**src/core/dmacs_pkg.sv**
```systemverilog
// Functional notes
// [RULE1] Active channel index reloads on every arbiter grant of a channel request.
// [RULE2] Per-level bit reads one while a request of that level executes or waits.
// [RULE3] Reserved bits read zero; software writes zeros into them.
// [RULE4] Software loads descriptor section base quad-word aligned.
// [RULE5] Software loads write-back section base quad-word aligned.
// [RULE6] Both bases and both channel controls are enable- and write-protected; the code writes command and arbitration level regardless of enable.
// [RULE7] Four-bit channel selector picks the bank reached by per-channel addresses.
// [RULE8] Software programs the channel selector before any per-channel access.
// [RULE9] Writing one to channel enable enables the selected channel.
// [RULE10] Disabling keeps enable reading one until buffer drains and abort ends.
// [RULE11] Channel enable clears itself when the channel transaction completes.
// [RULE12] Channel enable stays writable under enable protection.
// [RULE13] Soft reset written one while disabled returns channel registers to reset.
// [RULE14] Soft reset written one is ignored while channel enable reads one.
// [RULE15] Soft reset reads one while in progress and self-clears when done.
// [RULE16] Writing zero to soft reset has no effect.
// [RULE17] Command field: 0 none, 1 suspend, 2 resume, 3 reserved.
// [RULE18] Trigger action: 0 block, 2 beat, 3 transaction, 1 reserved.
// [RULE19] Event action 0..6 coded as listed, acting only with event input enabled.
// [RULE20] Per-channel controls are one bank per channel, indexed by the selector.
package dmacs_pkg;
	localparam int NUM_CH = 12;
	localparam int AW = 10;
	// Register indices; byte address is four times the index
	localparam logic [7:0] IDX_GCTRL = 8'h00;
	localparam logic [7:0] IDX_PROT = 8'h01;
	localparam logic [7:0] IDX_ACTIVE = 8'h30;
	localparam logic [7:0] IDX_DESC = 8'h34;
	localparam logic [7:0] IDX_WB = 8'h38;
	localparam logic [7:0] IDX_SEL = 8'h3F;
	localparam logic [7:0] IDX_CHA = 8'h40;
	localparam logic [7:0] IDX_CHB = 8'h44;
	// Field positions
	localparam int GCTRL_EN_BIT = 1;
	localparam int PROT_WP_BIT = 0;
	localparam int CHA_EN_BIT = 1;
	localparam int CHA_SRST_BIT = 0;
	localparam int CMD_LSB = 24;
	localparam int TRIG_ACT_LSB = 22;
	localparam int TRIG_SRC_LSB = 8;
	localparam int ARB_LSB = 5;
	localparam int EV_OUT_BIT = 4;
	localparam int EV_IN_BIT = 3;
	localparam int EV_ACT_LSB = 0;
	localparam int ACT_COUNT_LSB = 16;
	localparam int ACT_BUSY_BIT = 15;
	localparam int ACT_CHAN_LSB = 8;
	// Reset values
	localparam logic [31:0] BASE_RST = 32'h0000_0000;
	localparam logic [3:0] SEL_RST = 4'h0;
	// Field encodings with their reserved codes; bus responses
	localparam logic [1:0] CMD_NONE = 2'h0;
	localparam logic [1:0] CMD_SUSPEND = 2'h1;
	localparam logic [1:0] CMD_RESUME = 2'h2;
	localparam logic [1:0] CMD_RSVD = 2'h3;
	localparam logic [1:0] TRIG_BLOCK = 2'h0;
	localparam logic [1:0] TRIG_RSVD = 2'h1;
	localparam logic [1:0] TRIG_BEAT = 2'h2;
	localparam logic [1:0] TRIG_TRANSACTION = 2'h3;
	localparam logic [2:0] EV_NONE = 3'h0;
	localparam logic [2:0] EV_SKIP = 3'h6;
	localparam logic [2:0] EV_RSVD = 3'h7;
	localparam logic [1:0] RESP_OKAY = 2'h0;
	localparam logic [1:0] RESP_SLVERR = 2'h2;

	typedef enum logic [1:0] {
		CH_IDLE = 2'b00,
		CH_RUN = 2'b01,
		CH_ABORT = 2'b11,
		CH_SRST = 2'b10
	} dmacs_chst_t;

	typedef enum logic [2:0] {
		R_NONE, R_GCTRL, R_PROT, R_ACTIVE, R_DESC, R_WB, R_SEL, R_CHA
	} dmacs_reg_t;

	typedef struct packed {
		logic [1:0] cmd;
		logic [1:0] trigger_action;
		logic [5:0] trigger_source;
		logic [1:0] arbitration_level;
		logic event_output_enable;
		logic event_input_enable;
		logic [2:0] event_input_action;
	} dmacs_chcfg_t;
endpackage

```
**src/core/dmacs_regs.sv**
```systemverilog
// Decided for this implementation: the AXI4-Lite interface to the registers.
`timescale 1ns/1ps
module dmacs_regs (
	input wire logic clk,
	input wire logic rst_n,
	input wire logic [dmacs_pkg::AW-1:0] s_axi_awaddr,
	input wire logic s_axi_awvalid,
	output logic s_axi_awready,
	input wire logic [31:0] s_axi_wdata,
	input wire logic [3:0] s_axi_wstrb,
	input wire logic s_axi_wvalid,
	output logic s_axi_wready,
	output logic [1:0] s_axi_bresp,
	output logic s_axi_bvalid,
	input wire logic s_axi_bready,
	input wire logic [dmacs_pkg::AW-1:0] s_axi_araddr,
	input wire logic s_axi_arvalid,
	output logic s_axi_arready,
	output logic [31:0] s_axi_rdata,
	output logic [1:0] s_axi_rresp,
	output logic s_axi_rvalid,
	input wire logic s_axi_rready,
	input wire logic grant_valid,
	input wire logic [4:0] grant_channel,
	input wire logic active_channel_busy,
	input wire logic [15:0] active_block_count,
	input wire logic [dmacs_pkg::NUM_CH-1:0] chan_pending,
	input wire logic [dmacs_pkg::NUM_CH-1:0] chan_busy,
	input wire logic [dmacs_pkg::NUM_CH-1:0] chan_complete,
	input wire logic [dmacs_pkg::NUM_CH-1:0] chan_drained,
	output logic controller_enable,
	output logic [31:0] descriptor_section_base,
	output logic [31:0] writeback_section_base,
	output logic [dmacs_pkg::NUM_CH-1:0] channel_enable,
	output logic [dmacs_pkg::NUM_CH-1:0] channel_abort,
	output dmacs_pkg::dmacs_chcfg_t [dmacs_pkg::NUM_CH-1:0] channel_config,
	output logic [dmacs_pkg::NUM_CH-1:0][2:0] event_action_active
);
	// Index decode shared by the read and the write path
	function automatic dmacs_pkg::dmacs_reg_t decode(
		input logic [dmacs_pkg::AW-1:0] a);
		logic [7:0] idx;
		idx = a[dmacs_pkg::AW-1:2];
		case (idx)
		dmacs_pkg::IDX_GCTRL: decode = dmacs_pkg::R_GCTRL;
		dmacs_pkg::IDX_PROT: decode = dmacs_pkg::R_PROT;
		dmacs_pkg::IDX_ACTIVE: decode = dmacs_pkg::R_ACTIVE;
		dmacs_pkg::IDX_DESC: decode = dmacs_pkg::R_DESC;
		dmacs_pkg::IDX_WB: decode = dmacs_pkg::R_WB;
		dmacs_pkg::IDX_SEL: decode = dmacs_pkg::R_SEL;
		dmacs_pkg::IDX_CHA: decode = dmacs_pkg::R_CHA;
		dmacs_pkg::IDX_CHB: decode = dmacs_pkg::R_NONE;
		default: decode = dmacs_pkg::R_NONE;
		endcase
	endfunction

	function automatic logic is_chb(input logic [dmacs_pkg::AW-1:0] a);
		is_chb = (a[dmacs_pkg::AW-1:2] == dmacs_pkg::IDX_CHB);
	endfunction

	// Byte-lane merge of new data into an old word
	function automatic logic [31:0] merge(input logic [31:0] old,
		input logic [31:0] nw, input logic [3:0] strb);
		for (int i = 0; i < 4; i++) begin
			merge[i*8 +: 8] = strb[i] ? nw[i*8 +: 8] : old[i*8 +: 8];
		end
	endfunction

	function automatic logic [31:0] chb_word(input dmacs_pkg::dmacs_chcfg_t c);
		chb_word = 32'h0000_0000;
		chb_word[dmacs_pkg::CMD_LSB +: 2] = c.cmd;
		chb_word[dmacs_pkg::TRIG_ACT_LSB +: 2] = c.trigger_action;
		chb_word[dmacs_pkg::TRIG_SRC_LSB +: 6] = c.trigger_source;
		chb_word[dmacs_pkg::ARB_LSB +: 2] = c.arbitration_level;
		chb_word[dmacs_pkg::EV_OUT_BIT] = c.event_output_enable;
		chb_word[dmacs_pkg::EV_IN_BIT] = c.event_input_enable;
		chb_word[dmacs_pkg::EV_ACT_LSB +: 3] = c.event_input_action;
	endfunction

	logic aw_held_q;
	logic w_held_q;
	logic [dmacs_pkg::AW-1:0] awaddr_q;
	logic [31:0] wdata_q;
	logic [3:0] wstrb_q;
	logic bvalid_q;
	logic [1:0] bresp_q;
	logic rvalid_q;
	logic [31:0] rdata_q;
	logic [1:0] rresp_q;
	logic gctrl_en_q;
	logic wp_q;
	logic [31:0] desc_q;
	logic [31:0] wb_q;
	logic [3:0] sel_q;
	logic [4:0] act_id_q;
	dmacs_pkg::dmacs_chst_t st_q [dmacs_pkg::NUM_CH];
	dmacs_pkg::dmacs_chcfg_t cfg_q [dmacs_pkg::NUM_CH];
	logic wr_go;
	dmacs_pkg::dmacs_reg_t wr_reg;
	logic wr_chb;
	logic sel_ok;
	logic wr_open;
	logic [31:0] wr_merged_a;
	logic [3:0] level_live;
	logic [31:0] rd_word;
	logic rd_hit;

	// A write commits once both halves are held and no answer is pending
	assign s_axi_awready = !aw_held_q && !bvalid_q;
	assign s_axi_wready = !w_held_q && !bvalid_q;
	assign s_axi_arready = !rvalid_q;
	assign s_axi_bvalid = bvalid_q;
	assign s_axi_bresp = bresp_q;
	assign s_axi_rvalid = rvalid_q;
	assign s_axi_rdata = rdata_q;
	assign s_axi_rresp = rresp_q;
	assign wr_go = aw_held_q && w_held_q && !bvalid_q;
	assign wr_reg = decode(awaddr_q);
	assign wr_chb = is_chb(awaddr_q);
	assign sel_ok = (sel_q < 4'(dmacs_pkg::NUM_CH));
	assign wr_open = wr_go && !wp_q; // RULE6
	assign wr_merged_a = merge(32'h0000_0000, wdata_q, wstrb_q);

	// Address and data are caught in either order
	always_ff @(posedge clk) begin
		if (!rst_n) begin
			aw_held_q <= 1'b0;
			w_held_q <= 1'b0;
			awaddr_q <= '0;
			wdata_q <= 32'h0000_0000;
			wstrb_q <= 4'h0;
		end else if (wr_go) begin
			aw_held_q <= 1'b0;
			w_held_q <= 1'b0;
		end else begin
			if (s_axi_awvalid && s_axi_awready) begin
				aw_held_q <= 1'b1;
				awaddr_q <= s_axi_awaddr;
			end
			if (s_axi_wvalid && s_axi_wready) begin
				w_held_q <= 1'b1;
				wdata_q <= s_axi_wdata;
				wstrb_q <= s_axi_wstrb;
			end
		end
	end

	// Write answer; unmapped words answer with a slave error
	always_ff @(posedge clk) begin
		if (!rst_n) begin
			bvalid_q <= 1'b0;
			bresp_q <= dmacs_pkg::RESP_OKAY;
		end else if (wr_go) begin
			bvalid_q <= 1'b1;
			bresp_q <= (wr_reg == dmacs_pkg::R_NONE && !wr_chb) ?
				dmacs_pkg::RESP_SLVERR : dmacs_pkg::RESP_OKAY;
		end else if (s_axi_bready) begin
			bvalid_q <= 1'b0;
		end
	end

	// Global registers; protection word itself stays writable as the key
	always_ff @(posedge clk) begin
		if (!rst_n) begin
			gctrl_en_q <= 1'b0;
			wp_q <= 1'b0;
			desc_q <= dmacs_pkg::BASE_RST;
			wb_q <= dmacs_pkg::BASE_RST;
			sel_q <= dmacs_pkg::SEL_RST;
		end else if (wr_go) begin
			case (wr_reg)
			dmacs_pkg::R_PROT: if (wstrb_q[0]) begin
				wp_q <= wdata_q[dmacs_pkg::PROT_WP_BIT];
			end
			dmacs_pkg::R_GCTRL: if (!wp_q && wstrb_q[0]) begin
				gctrl_en_q <= wdata_q[dmacs_pkg::GCTRL_EN_BIT];
			end
			dmacs_pkg::R_DESC: if (!wp_q && !gctrl_en_q) begin
				desc_q <= merge(desc_q, wdata_q, wstrb_q); // RULE6
			end
			dmacs_pkg::R_WB: if (!wp_q && !gctrl_en_q) begin
				wb_q <= merge(wb_q, wdata_q, wstrb_q); // RULE6
			end
			dmacs_pkg::R_SEL: if (wstrb_q[0]) begin
				sel_q <= wdata_q[3:0]; // RULE7
			end
			default: ;
			endcase
		end
	end

	// Active channel index follows each arbiter grant
	always_ff @(posedge clk) begin
		if (!rst_n) begin
			act_id_q <= 5'h00;
		end else if (grant_valid) begin
			act_id_q <= grant_channel; // RULE1
		end
	end

	// Per-channel enable state and control bank
	for (genvar c = 0; c < dmacs_pkg::NUM_CH; c++) begin : g_ch
		logic hit;
		logic en_now;
		logic wr_en;
		logic wr_sr;
		logic wa;
		logic wb;
		dmacs_pkg::dmacs_chcfg_t nc;
		logic [31:0] mb;
		assign hit = wr_open && sel_ok && (sel_q == 4'(c)); // RULE20
		assign wa = hit && (wr_reg == dmacs_pkg::R_CHA) && wstrb_q[0];
		assign wb = hit && wr_chb;
		assign en_now = (st_q[c] == dmacs_pkg::CH_RUN) ||
			(st_q[c] == dmacs_pkg::CH_ABORT);
		assign wr_en = wr_merged_a[dmacs_pkg::CHA_EN_BIT];
		assign wr_sr = wr_merged_a[dmacs_pkg::CHA_SRST_BIT];
		assign mb = merge(chb_word(cfg_q[c]), wdata_q, wstrb_q);
		assign channel_enable[c] = en_now;
		assign channel_abort[c] = (st_q[c] == dmacs_pkg::CH_ABORT);
		assign channel_config[c] = cfg_q[c];
		// Event action only reaches the engine while event input is on
		assign event_action_active[c] = cfg_q[c].event_input_enable ?
			cfg_q[c].event_input_action : dmacs_pkg::EV_NONE; // RULE19

		// Enable is free of enable protection; soft reset is not
		always_ff @(posedge clk) begin
			if (!rst_n) begin
				st_q[c] <= dmacs_pkg::CH_IDLE;
			end else begin
				case (st_q[c])
				dmacs_pkg::CH_IDLE: begin
					if (wa && wr_en) begin
						st_q[c] <= dmacs_pkg::CH_RUN; // RULE9 RULE12
					end else if (wa && wr_sr && !gctrl_en_q) begin
						st_q[c] <= dmacs_pkg::CH_SRST; // RULE13 RULE16
					end
				end
				dmacs_pkg::CH_RUN: begin
					// Software re-enable outranks completion; srst ignored
					if (wa && !wr_en) begin
						st_q[c] <= dmacs_pkg::CH_ABORT; // RULE10 RULE14
					end else if (chan_complete[c] && !(wa && wr_en)) begin
						st_q[c] <= dmacs_pkg::CH_IDLE; // RULE11
					end
				end
				dmacs_pkg::CH_ABORT: begin
					if (wa && wr_en) begin
						st_q[c] <= dmacs_pkg::CH_RUN;
					end else if (chan_drained[c] || chan_complete[c]) begin
						st_q[c] <= dmacs_pkg::CH_IDLE; // RULE10
					end
				end
				dmacs_pkg::CH_SRST: st_q[c] <= dmacs_pkg::CH_IDLE; // RULE15
				default: st_q[c] <= dmacs_pkg::CH_IDLE;
				endcase
			end
		end

		// Reserved codes are refused and leave the field as it was
		always_comb begin
			nc = cfg_q[c];
			if (mb[dmacs_pkg::CMD_LSB +: 2] != dmacs_pkg::CMD_RSVD) begin
				nc.cmd = mb[dmacs_pkg::CMD_LSB +: 2]; // RULE17
			end
			nc.arbitration_level = mb[dmacs_pkg::ARB_LSB +: 2];
			if (!gctrl_en_q) begin
				if (mb[dmacs_pkg::TRIG_ACT_LSB +: 2] != dmacs_pkg::TRIG_RSVD) begin
					nc.trigger_action = mb[dmacs_pkg::TRIG_ACT_LSB +: 2]; // RULE18
				end
				nc.trigger_source = mb[dmacs_pkg::TRIG_SRC_LSB +: 6];
				nc.event_output_enable = mb[dmacs_pkg::EV_OUT_BIT];
				nc.event_input_enable = mb[dmacs_pkg::EV_IN_BIT];
				if (mb[dmacs_pkg::EV_ACT_LSB +: 3] != dmacs_pkg::EV_RSVD) begin
					nc.event_input_action = mb[dmacs_pkg::EV_ACT_LSB +: 3];
				end
			end
		end

		// Bank cleared by soft reset; command and level escape enable lock
		always_ff @(posedge clk) begin
			if (!rst_n || st_q[c] == dmacs_pkg::CH_SRST) begin
				cfg_q[c] <= '0; // RULE13
			end else if (wb) begin
				cfg_q[c] <= nc; // RULE6
			end
		end
	end

	// A level is live when any channel of that level waits or runs
	always_comb begin
		level_live = 4'h0;
		for (int c = 0; c < dmacs_pkg::NUM_CH; c++) begin
			if (chan_pending[c] || chan_busy[c]) begin
				level_live[cfg_q[c].arbitration_level] = 1'b1; // RULE2
			end
		end
	end

	// Read mux; reserved bits and unselected banks read zero
	always_comb begin
		rd_word = 32'h0000_0000; // RULE3
		rd_hit = 1'b1;
		case (decode(s_axi_araddr))
		dmacs_pkg::R_GCTRL: rd_word[dmacs_pkg::GCTRL_EN_BIT] = gctrl_en_q;
		dmacs_pkg::R_PROT: rd_word[dmacs_pkg::PROT_WP_BIT] = wp_q;
		dmacs_pkg::R_ACTIVE: begin
			rd_word[dmacs_pkg::ACT_COUNT_LSB +: 16] = active_block_count;
			rd_word[dmacs_pkg::ACT_BUSY_BIT] = active_channel_busy;
			rd_word[dmacs_pkg::ACT_CHAN_LSB +: 5] = act_id_q; // RULE1
			rd_word[3:0] = level_live; // RULE2
		end
		dmacs_pkg::R_DESC: rd_word = desc_q;
		dmacs_pkg::R_WB: rd_word = wb_q;
		dmacs_pkg::R_SEL: rd_word[3:0] = sel_q;
		dmacs_pkg::R_CHA: if (sel_ok) begin
			rd_word[dmacs_pkg::CHA_EN_BIT] = channel_enable[sel_q]; // RULE20
			rd_word[dmacs_pkg::CHA_SRST_BIT] =
				(st_q[sel_q] == dmacs_pkg::CH_SRST); // RULE15
		end
		default: begin
			if (is_chb(s_axi_araddr)) begin
				if (sel_ok) begin
					rd_word = chb_word(cfg_q[sel_q]); // RULE20
				end
			end else begin
				rd_hit = 1'b0;
			end
		end
		endcase
	end

	// Read data is registered at the same edge that takes the address
	always_ff @(posedge clk) begin
		if (!rst_n) begin
			rvalid_q <= 1'b0;
			rdata_q <= 32'h0000_0000;
			rresp_q <= dmacs_pkg::RESP_OKAY;
		end else if (s_axi_arvalid && s_axi_arready) begin
			rvalid_q <= 1'b1;
			rdata_q <= rd_word;
			rresp_q <= rd_hit ? dmacs_pkg::RESP_OKAY : dmacs_pkg::RESP_SLVERR;
		end else if (s_axi_rready) begin
			rvalid_q <= 1'b0;
		end
	end

	assign controller_enable = gctrl_en_q;
	assign descriptor_section_base = desc_q;
	assign writeback_section_base = wb_q;
endmodule

```
**config.mk**
```make
export PLATFORM = sky130hd
export DESIGN_NAME = dmacs_regs
export DESIGN_NICKNAME = d
export VERILOG_FILES = /design/src/core/dmacs_pkg.sv /design/src/core/dmacs_regs.sv
export SDC_FILE = /design/constraint.sdc
export NUM_CORES = 1
export LEC_CHECK = 0
export BUFFER_PORTS_ARGS = -buffer_cell sky130_fd_sc_hd__buf_2
export CORE_MARGIN = 2
export CORE_UTILIZATION = 50
export CTS_CLUSTER_DIAMETER = 150
export DETAILED_ROUTE_END_ITERATION = 8
export PLACE_DENSITY_LB_ADDON = 0.05
export RECOVER_POWER = 50
export SETUP_SLACK_MARGIN = 0.05
export SYNTH_ARGS = -nofsm -noshare
export SYNTH_HDL_FRONTEND = slang
export SYNTH_SLANG_ARGS = --single-unit
```
**constraint.sdc**
```tcl
create_clock -name clk -period 3.35 [get_ports clk]
set_input_delay 0.67 -clock clk [delete_from_list [all_inputs] [get_ports clk]]
set_output_delay 0.67 -clock clk [all_outputs]
set_load 0.1 [all_outputs]
```
# ---- After elaboration in Yosys (flattened, before gate mapping)
# Memories as Yosys holds them, arrays and structs flattened. A register that Yosys moved wholly into a read port is not among the register bits.
# Index checks and enable logic that the tools add are counted.
dict set report op_classes {
  multipliers 0
  n_shift 0
  n_bitwise 109
  div_mod_pow 0
  n_addsub 0
  order_cmp 26
  n_mux 688
  n_reduce_logical 237
  eq_ne 111
}
# cell n
set op_table {}
lappend op_table {{1-bit 2-to-1 mux} 428}
lappend op_table {{2-bit 2-to-1 mux} 124}
lappend op_table {{17-bit 2-to-1 mux} 12}
lappend op_table {{8-bit 2-to-1 mux} 24}
lappend op_table {{1-bit logical AND} 132}
lappend op_table {{1-bit bitwise OR} 96}
lappend op_table {{7-bit 2-to-1 mux} 12}
lappend op_table {{3-bit 2-to-1 mux} 24}
lappend op_table {{6-bit 2-to-1 mux} 12}
lappend op_table {{17-bit case mux with 4 select lines} 1}
lappend op_table {{8-bit by 6-bit equality test with 1-bit output, second input constant} 8}
lappend op_table {{4-bit 2-to-1 mux} 16}
lappend op_table {{5-bit 2-to-1 mux} 12}
lappend op_table {{2-bit equality test, second input constant} 25}
lappend op_table {{1-bit logical OR} 48}
lappend op_table {{4-bit bitwise OR} 11}
lappend op_table {{3-bit case mux with 7 select lines} 2}
lappend op_table {{2-bit by 3-bit < comparator with 1-bit output, second input constant} 12}
lappend op_table {{3-bit inequality test, second input constant} 12}
lappend op_table {{8-bit by 7-bit equality test with 1-bit output, second input constant} 4}
lappend op_table {{32-bit 2-to-1 mux} 1}
lappend op_table {{4-bit AND reduction} 8}
lappend op_table {{26-bit 2-to-1 mux} 1}
lappend op_table {{1-bit demux with 2-bit select} 12}
lappend op_table {{34 further kinds} 134}
dict set report totals {
  latchBits 0
  mem_bits_rw 228
  memories 2
  mem_bits_ro 0
  register_bits 161
  output_inout_bits 370
  inputBits 134
}
# memory depth word_bits read_ports rd_ports_with_merged_regs write_ports line_no
set memory_table {}
lappend memory_table {cfg_q 12 17 13 1 12 dmacs_regs.sv:97} ;# dmacs_pkg::dmacs_chcfg_t cfg_q [dmacs_pkg::NUM_CH];
lappend memory_table {st_q 12 2 13 1 12 dmacs_regs.sv:96} ;# dmacs_pkg::dmacs_chst_t st_q [dmacs_pkg::NUM_CH];

# ---- Logic depth before layout (Yosys ltp)
# Gate-level depths: netlist of the first run.
# An unclocked memory read counts as a cell.
dict set report depth {
  ltp_word 29
  mapped_depth 9
}

# ---- Worst setup path before layout of the first run
# OpenSTA, ideal clock, no wires.
dict set report synth_path {
  kind {reg2reg}
  start {register bvalid_q, in the netlist s_axi_bvalid}
  end {register wdata_q[16]}
  arrival_ns 3.140
  setup_time_ns 0.070
  slack_ns 0.140
  period_less_slack_ns 3.210
  t_required_ns 3.280
  path_stages_with_launch 7
  cell_sequence {dfxtp_1 > nor2_1 > and2_1 > clkbuf_1 > clkbuf_1 > nand2_1 > a21oi_1}
}
dict set report synth_via {
  elab_chain_cells 4
  elab_cells_between_ends 6
  cone_classes {bitwise: 1; reduce/logical: 5}
}
# element line_no
set synth_lines {}
lappend synth_lines {{from (decl)} dmacs_regs.sv:85} ;# logic bvalid_q;
lappend synth_lines {{from (signal assigned)} dmacs_regs.sv:151} ;# bvalid_q <= 1'b0;
lappend synth_lines {{from (signal assigned)} dmacs_regs.sv:154} ;# bvalid_q <= 1'b1;
lappend synth_lines {{from (signal assigned)} dmacs_regs.sv:158} ;# bvalid_q <= 1'b0;
lappend synth_lines {{1-bit zero test} dmacs_regs.sv:110} ;# assign s_axi_wready = !w_held_q && !bvalid_q;
lappend synth_lines {{1-bit logical AND} dmacs_regs.sv:110}
lappend synth_lines {{via s_axi_wready} dmacs_regs.sv:12} ;# output logic s_axi_wready,
lappend synth_lines {{1-bit logical AND} dmacs_regs.sv:140} ;# if (s_axi_wvalid && s_axi_wready) begin
lappend synth_lines {{2-bit AND reduction (no line)} n/a}
lappend synth_lines {{to (signal assigned)} dmacs_regs.sv:142} ;# wdata_q <= s_axi_wdata;
lappend synth_lines {{to (decl)} dmacs_regs.sv:83} ;# logic [31:0] wdata_q;
# The timed path passes the listed nets, and every way through them passes these cells.
# A chain may end at the register's enable or synchronous reset.

# ---- Final worst setup path of the first run
dict set report layout_path {
  start {register awaddr_q[4] (netlist bit)}
  end {register desc_q[9], in the netlist descriptor_section_base[9]}
}
dict set report layout_via {
  elab_chain_cells 4
  elab_cells_between_ends 10
  cone_classes {eq/ne: 7; mux: 1; reduce/logical: 2}
}
# element line_no
set layout_lines {}
lappend layout_lines {{from (decl)} dmacs_regs.sv:82} ;# logic [dmacs_pkg::AW-1:0] awaddr_q;
lappend layout_lines {{from (signal assigned)} dmacs_regs.sv:138} ;# awaddr_q <= s_axi_awaddr;
lappend layout_lines {{8-bit by 7-bit equality test with 1-bit output (tied with other cells)} dmacs_regs.sv:44} ;# case (idx)
lappend layout_lines {{3-bit case mux with 7 select lines (*)} dmacs_regs.sv:44}
lappend layout_lines {{3-bit equality test (*)} dmacs_regs.sv:171} ;# case (wr_reg)
lappend layout_lines {{4-bit AND reduction (no line) (*)} n/a}
lappend layout_lines {{to (signal assigned)} dmacs_regs.sv:167} ;# desc_q <= dmacs_pkg::BASE_RST;
lappend layout_lines {{to (signal assigned)} dmacs_regs.sv:179} ;# desc_q <= merge(desc_q, wdata_q, wstrb_q);
lappend layout_lines {{to (decl)} dmacs_regs.sv:92} ;# logic [31:0] desc_q;
# Every way passes the cells marked *; elsewhere a longest branch is shown, timed or not.

==> impl_results.md, run 1 <==
- Skew-Pair Late Insertion Delay: 0.59 ns
- Residual DRC count: 0
- Yosys warnings: 0
- Worst slew margin: 8.45%
- Dpl hpwl: 60600 µm
- Vias: 19200
- Synth top area share: 33.3%
- DP Cell Count: 3075
- Netlist cell types: 77
- WP buf/inv: 0
- Number of H-tree levels: 2
- Final Cell Area: 24500 µm²
- Slowest CP cell: o41ai_1
- Antenna violations before repair: 10
- Fin. Hold Viols: 0
- Fin worst setup slack: 0.274 ns
- Critical Path End Type: flip-flop
- Synthesized area per cell: 9.62 µm²
- CTS tree: done
- Maximum clock frequency: 325 MHz
- Hold crit path type: in -> reg
- Total GRT Usage: 35.9%
- Final hold slack: 0.288 ns
- Outcome: complete, no violations
- Synth top area cells: edfxtp_1, dfxtp_1, mux4_2
- Post-synth EDFFs: 228
- Peak VDD IR: 0.345 mV
- Critical Path Source: awaddr_q[4]
- WL per Instance: 25.1 µm
- CTS sink cnt: 389
- # rows: 74
- Share of cells above drive strength 1: 14.9%
- Grt ovf: 0
- Launching point of the worst reg2reg path: awaddr_q[4]
- Crit path max fanout: 10
- Register-to-register path setup slack: 0.27 ns
- Chip width: 207 µm
- Commonest non-fill, non-tap cell in the layout: clkbuf_1
- GP Congestion: 0.976
- Synthesized area: 20600 µm²
- CP required: 3.83 ns
- Detailed Route Iter0 Violations: 1831
- IO Port Bufs: 497
- Yosys reg bits: 389
- Syn Inst Count: 2139
- Unrepaired setup endpoints after global routing: false
- Vias in the first global route: 17700
- Skew final: 0.0339 ns
- Max Cap Viol: 0
- Primary FF master, synth: edfxtp_1
- CP Capture Point: descriptor_section_base[9]
- CTS root buf: clkbuf_16
- Reg clk slew, reported paths: 0.06 ns
- Post-CTS setup buffers: 0
- Ys async rst share: 0%
- Post-synth top area cell: edfxtp_1
- Detail Route Antenna Nets: 0
- Total Wirelength: 79400 µm
- Total CTS buffers: 42
- Final critical-path share of the clock period: 91.8%
- Setup tns final: 0 ns
- Setup violations, final: 0
- Min cycle time layout: 3.08 ns
- Initial Util: 50.5%
- WP depth: 5
- RR Endpoint: descriptor_section_base[9]
- Delay-heaviest family, CP: simple AND/OR/NAND/NOR gates
- Count of final max-slew check failures: 0
- Pre-CTS setup slack: 0.247 ns
- Cells on worst reg2reg path: 5
- Iteration count of the initial detailed-routing pass: 6
- Most frequent cells in the layout: clkbuf_1, nand2_1, edfxtp_1, a21oi_1, nor2_1
- Clock Path Buffers: 3
- DR vias/cell: 6.08
- DIE AREA: 42800 µm²
- Die H: 207 µm
- Placeable Area: 40700 µm²
- Slew @ Worst Pin: 1.38 ns
- Placed instance area: 23700 µm²
- Register area share after synthesis: 48.9%
- Largest net degree at the start of global routing: 64
- Ports: 504
- Fin cells: 3160
- CP arrival: 3.56 ns
- WS Path Type: reg -> reg
- Tot Pwr: 12.7 mW
- CP max stage delay: 1.11 ns
- Count of nets after finishing: 2721
- CP cell instances: or2_1, o41ai_1, nor2_4, nand3_1, mux2i_1
- CP Launch Type: flip-flop
- Layout Utilization: 60.3%
- Area Growth Syn to Fin: 19.3%
- Power Dens Cells: 515 nW/µm²
- Leakage: 9.08 nW
- Global-route wire length before repair: 113000 µm
[final cells by class]
| cell class | count | area [µm²] |
|---|---|---|
| well taps | 532 | 666 |
| clock buffers | 59 | 1230 |
| clock inverters | 19 | 148 |
| repair buffers | 582 | 2700 |
| inverters | 30 | 114 |
| fillers | 3788 | 16200 |
| flip-flops and latches | 389 | 10100 |
| multi-input cells | 1542 | 9600 |
| diodes | 7 | 17.5 |
[synth_stat cells (27+ instances only)]
library cell,n
nand2_1,334
edfxtp_1,228
a21oi_1,199
nor2_1,185
dfxtp_1,161
clkbuf_1,136
and2_1,133
o21ai_0,132
mux2i_1,108
mux4_2,56
nand2b_1,39
nor3_1,34
nand3_1,31
a22oi_1,30
inv_1,27
[state kept, by name (all words and copies together) (netlist names), 4 cells and up, named ones only]
| name | flops |
|---|---|
| act_id_q | 5 |
| awaddr_q | 8 |
| cfg_q | 204 |
| descriptor_section_base | 32 |
| s_axi_rdata | 32 |
| sel_q | 4 |
| st_q | 24 |
| wdata_q | 32 |
| writeback_section_base | 32 |
| wstrb_q | 4 |
[worst min-delay path by stage]
| stage | end | depth (start not counted) | from |
|---|---|---|---|
| after CTS | s_axi_rvalid | 2 | s_axi_rready |
| final | s_axi_rvalid | 2 | s_axi_rready |
| after detailed placement | s_axi_rdata[11] | 2 | s_axi_rdata[11] |
| after floorplan | wdata_q[16] | 2 | wdata_q[16] |
| after global placement | s_axi_rdata[25] | 2 | s_axi_rdata[25] |
| after global routing | s_axi_rvalid | 2 | s_axi_rready |
[cell families (layout without fill, tap and decap cells)]
group           count (synthesis)  in the layout  synth area share (%)
buf+inv                       209            690                  4.23
simple gates                  885            885                  20.9
other cells                     1              9                0.0182
mux                           169            169                  11.7
compound gates                482            482                  14.1
flops                         389            389                  48.9
xor+xnor                        4              4                 0.170
[metal layers]
layer | global-route usage [%] | wire length [µm] | part of all wire, % | vias up
met2 | 57.5 | 37000 | 47 | 1019
met5 | 0 | 49 | 0.062 | -
met4 | 16.3 | 3570 | 4.5 | 8
li1 | - | - | - | 8603
met1 | 46.5 | 31200 | 39 | 9372
met3 | 8.26 | 7570 | 9.5 | 196
[power by group]
part | internal (mW) | switching (mW) | total (mW)
clock | 2.73 | 1.98 | 4.71
sequential | 5.27 | 0.281 | 5.55
combinational | 0.415 | 1.97 | 2.39
[what timing repair did]
| action | 4_1_cts | 5_1_grt |
|---|---|---|
| hold endpoints to repair | 0 | 0 |
| hold buffers | 0 | 0 |
| endpoints found under the setup margin | 0 | 3 |
| gates resized for setup | 0 | 1 |
[worst register-to-register path: cells and delay by family (launching register included)]
kind / cells / cell delay, ns
flops: 1 / 0.40
simple gates: 3 / 1.19
compound gates: 1 / 1.11
mux: 1 / 0.28
Power figures use the tool's default switching activity.
==> inputs of run 2 (changes only) <==
--- a/config.mk
+++ b/config.mk
@@ -6,8 +6,10 @@
 export NUM_CORES = 1
 export LEC_CHECK = 0
 export BUFFER_PORTS_ARGS = -buffer_cell sky130_fd_sc_hd__buf_2
+export CELL_PAD_IN_SITES_DETAIL_PLACEMENT = 0
+export CELL_PAD_IN_SITES_GLOBAL_PLACEMENT = 2
 export CORE_MARGIN = 2
-export CORE_UTILIZATION = 50
+export CORE_UTILIZATION = 33
 export CTS_CLUSTER_DIAMETER = 150
 export DETAILED_ROUTE_END_ITERATION = 8
 export PLACE_DENSITY_LB_ADDON = 0.05
==> constraint.sdc (replaced) <==
create_clock -name clk -period 3.1 [get_ports clk]
set_input_delay 0.62 -clock clk [delete_from_list [all_inputs] [get_ports clk]]
set_output_delay 0.62 -clock clk [all_outputs]
set_load 0.1 [all_outputs]
==> run 2 against run 1 <==
  * The run now ends with max-capacitance violations, max-slew violations left
  * Die area grew 50%
  * Register-to-register slack got worse by 0.096 ns
  * Power increased by 13%
  * Via count fell by 1.5%
  * Sequential power up 8.1%
  * First-iteration DRC count fell by 16%
  * Largest cell class unchanged
==> impl_results.md, run 2 (same netlist as run 1, synthesis figures left out) <==
- Min cycle time layout: 2.92 ns
- CTS tree: done
- Reg clk slew, reported paths: 0.06 ns
- Chip width: 254 µm
- Antenna violations before repair: 10
- Slew @ Worst Pin: 1.58 ns
- Detailed Route Iter0 Violations: 1545
- CP required: 3.43 ns
- Hold Path Depth: 2
- CP Launch Type: flip-flop
- Peak VDD IR: 0.362 mV
- WS Path Type: reg -> reg
- Global-route wire length before repair: 130000 µm
- DR vias/cell: 5.41
- Setup violations, final: 0
- WP depth: 7
- Dpl hpwl: 70200 µm
- CP arrival: 3.25 ns
- Residual DRC count: 0
- Count of nets after finishing: 2756
- Setup tns final: 0 ns
- # rows: 91
- IO Port Bufs: 497
- Critical Path Source: wp_q
- Fillers: 6449
- Critical Path End Type: flip-flop
- Power Dens Cells: 565 nW/µm²
- Skew-Pair Late Insertion Delay: 0.59 ns
- Ports: 504
- Largest net degree at the start of global routing: 103
- Die H: 254 µm
- Post-CTS setup buffers: 0
- Grt ovf: 0
- Crit path max fanout: 15
- Slowest CP cell: nor3_1
- Vias: 18900
- Critical path's most frequent cell: a21oi_1
- Max Cap Viol: 1
- Most frequent cells in the layout: clkbuf_1, nand2_1, edfxtp_1, a21oi_1, nor2_1
- Fin cells: 3497
- Number of H-tree levels: 2
- Hold crit path type: in -> reg
- Iteration count of the initial detailed-routing pass: 8
- Outcome: finished, violations left
- Cells on worst reg2reg path: 7
- Share of cells above drive strength 1: 15.9%
- Cts hold-fix bufs: 0
- Vias in the first global route: 18500
- Total CTS buffers: 47
- Launching point of the worst reg2reg path: wp_q
- WP buf/inv: 1
- # resized after CTS: 0
- CP Capture Point: cfg_q[3][1]
- Multi-input logic area: 9620 µm²
- Register-to-register path setup slack: 0.18 ns
- Total GRT Usage: 27.7%
- Largest register FFs: 204
- Detail Route Antenna Nets: 0
- Area Growth Syn to Fin: 23.3%
- Skew final: 0.0266 ns
- CTS root buf: clkbuf_16
- WL per Instance: 26.1 µm
- CP max stage delay: 0.67 ns
- DP Cell Count: 3410
- DIE AREA: 64400 µm²
- Delay-heaviest family, CP: simple AND/OR/NAND/NOR gates
- Clock Path Buffers: 3
- Count of final max-slew check failures: 37
- Fin. Hold Viols: 0
- Leakage: 9.34 nW
- Initial Util: 33.3%
- Worst slew margin: -5.26%
- Total Wirelength: 91300 µm
- Commonest non-fill, non-tap cell in the layout: clkbuf_1
- CTS sink cnt: 389
- RR Endpoint: cfg_q[3][1]
- Failing checks: max-capacitance violations, max-slew violations
- Final critical-path share of the clock period: 94.3%
- Placeable Area: 61700 µm²
- GP Congestion: 0.946
- Maximum clock frequency: 342 MHz
- CP cell instances: and4bb_1, nand3_1, buf_4, nor3_1, nand2_1, a21oi_1, a21oi_1
- Unrepaired setup endpoints after global routing: false
- FF+latch area: 10100 µm²
- Biggest register: cfg_q
## run 2: cell count changes in the layout (fill, tap and decap cells not counted), sizes merged
cell and delta:
buf +30, inv -1, clkinvlp -1, bufinv +3, clkbuf +5, diode -4
## run 2: area by class of cell
cell class | instances | area share [%]
Clock buffer | 64 | 5.21
Tap cell | 837 | 4.13
Antenna cell | 3 | 0.0296
Sequential cell | 389 | 39.7
Multi-Input combinational cell | 1542 | 37.9
Inverter | 30 | 0.449
Clock inverter | 20 | 0.922
Timing Repair Buffer | 612 | 11.6
## run 2: power breakdown
group	internal (mW)	switching, mW
Clock	3.39	2.30
Sequential	5.70	0.305
Combinational	0.462	2.18
Total	9.55	4.78
## run 2: worst min path at each step
stage                    startpoint              end
detailed placement   s_axi_rdata[6]   s_axi_rdata[6]
finish                 s_axi_rready     s_axi_rvalid
global route           s_axi_rready     s_axi_rvalid
global placement    s_axi_rdata[25]  s_axi_rdata[25]
CTS                    s_axi_rready     s_axi_rvalid
floorplan               wdata_q[16]      wdata_q[16]
## run 2: metal layers
metal / track usage (%) / routed length, µm / part of all wire [%]
met1: 36.8 / 39000 / 43
met2: 46.5 / 43600 / 48
met3: 4.81 / 6200 / 6.8
met4: 7.68 / 2450 / 2.7
met5: 0 / 47 / 0.051
## run 2: through the flow
step | total power [mW] | hold slack (ns) | util (%) | worst slack, ns | instance area (µm²)
2_1_floorplan | 8.05 | 0.437 | - | 0.180 | 20600
3_3_place_gp | 8.79 | 0.441 | 39.4 | 0.370 | 24300
3_5_place_dp | 8.81 | 0.443 | 39.4 | 0.362 | 24300
4_1_cts | 14.5 | 0.178 | 41.9 | 0.393 | 25900
5_1_grt | 14.8 | 0.204 | 41.1 | 0.0919 | 25400
6_report | 14.3 | 0.210 | 41.1 | 0.178 | 25400
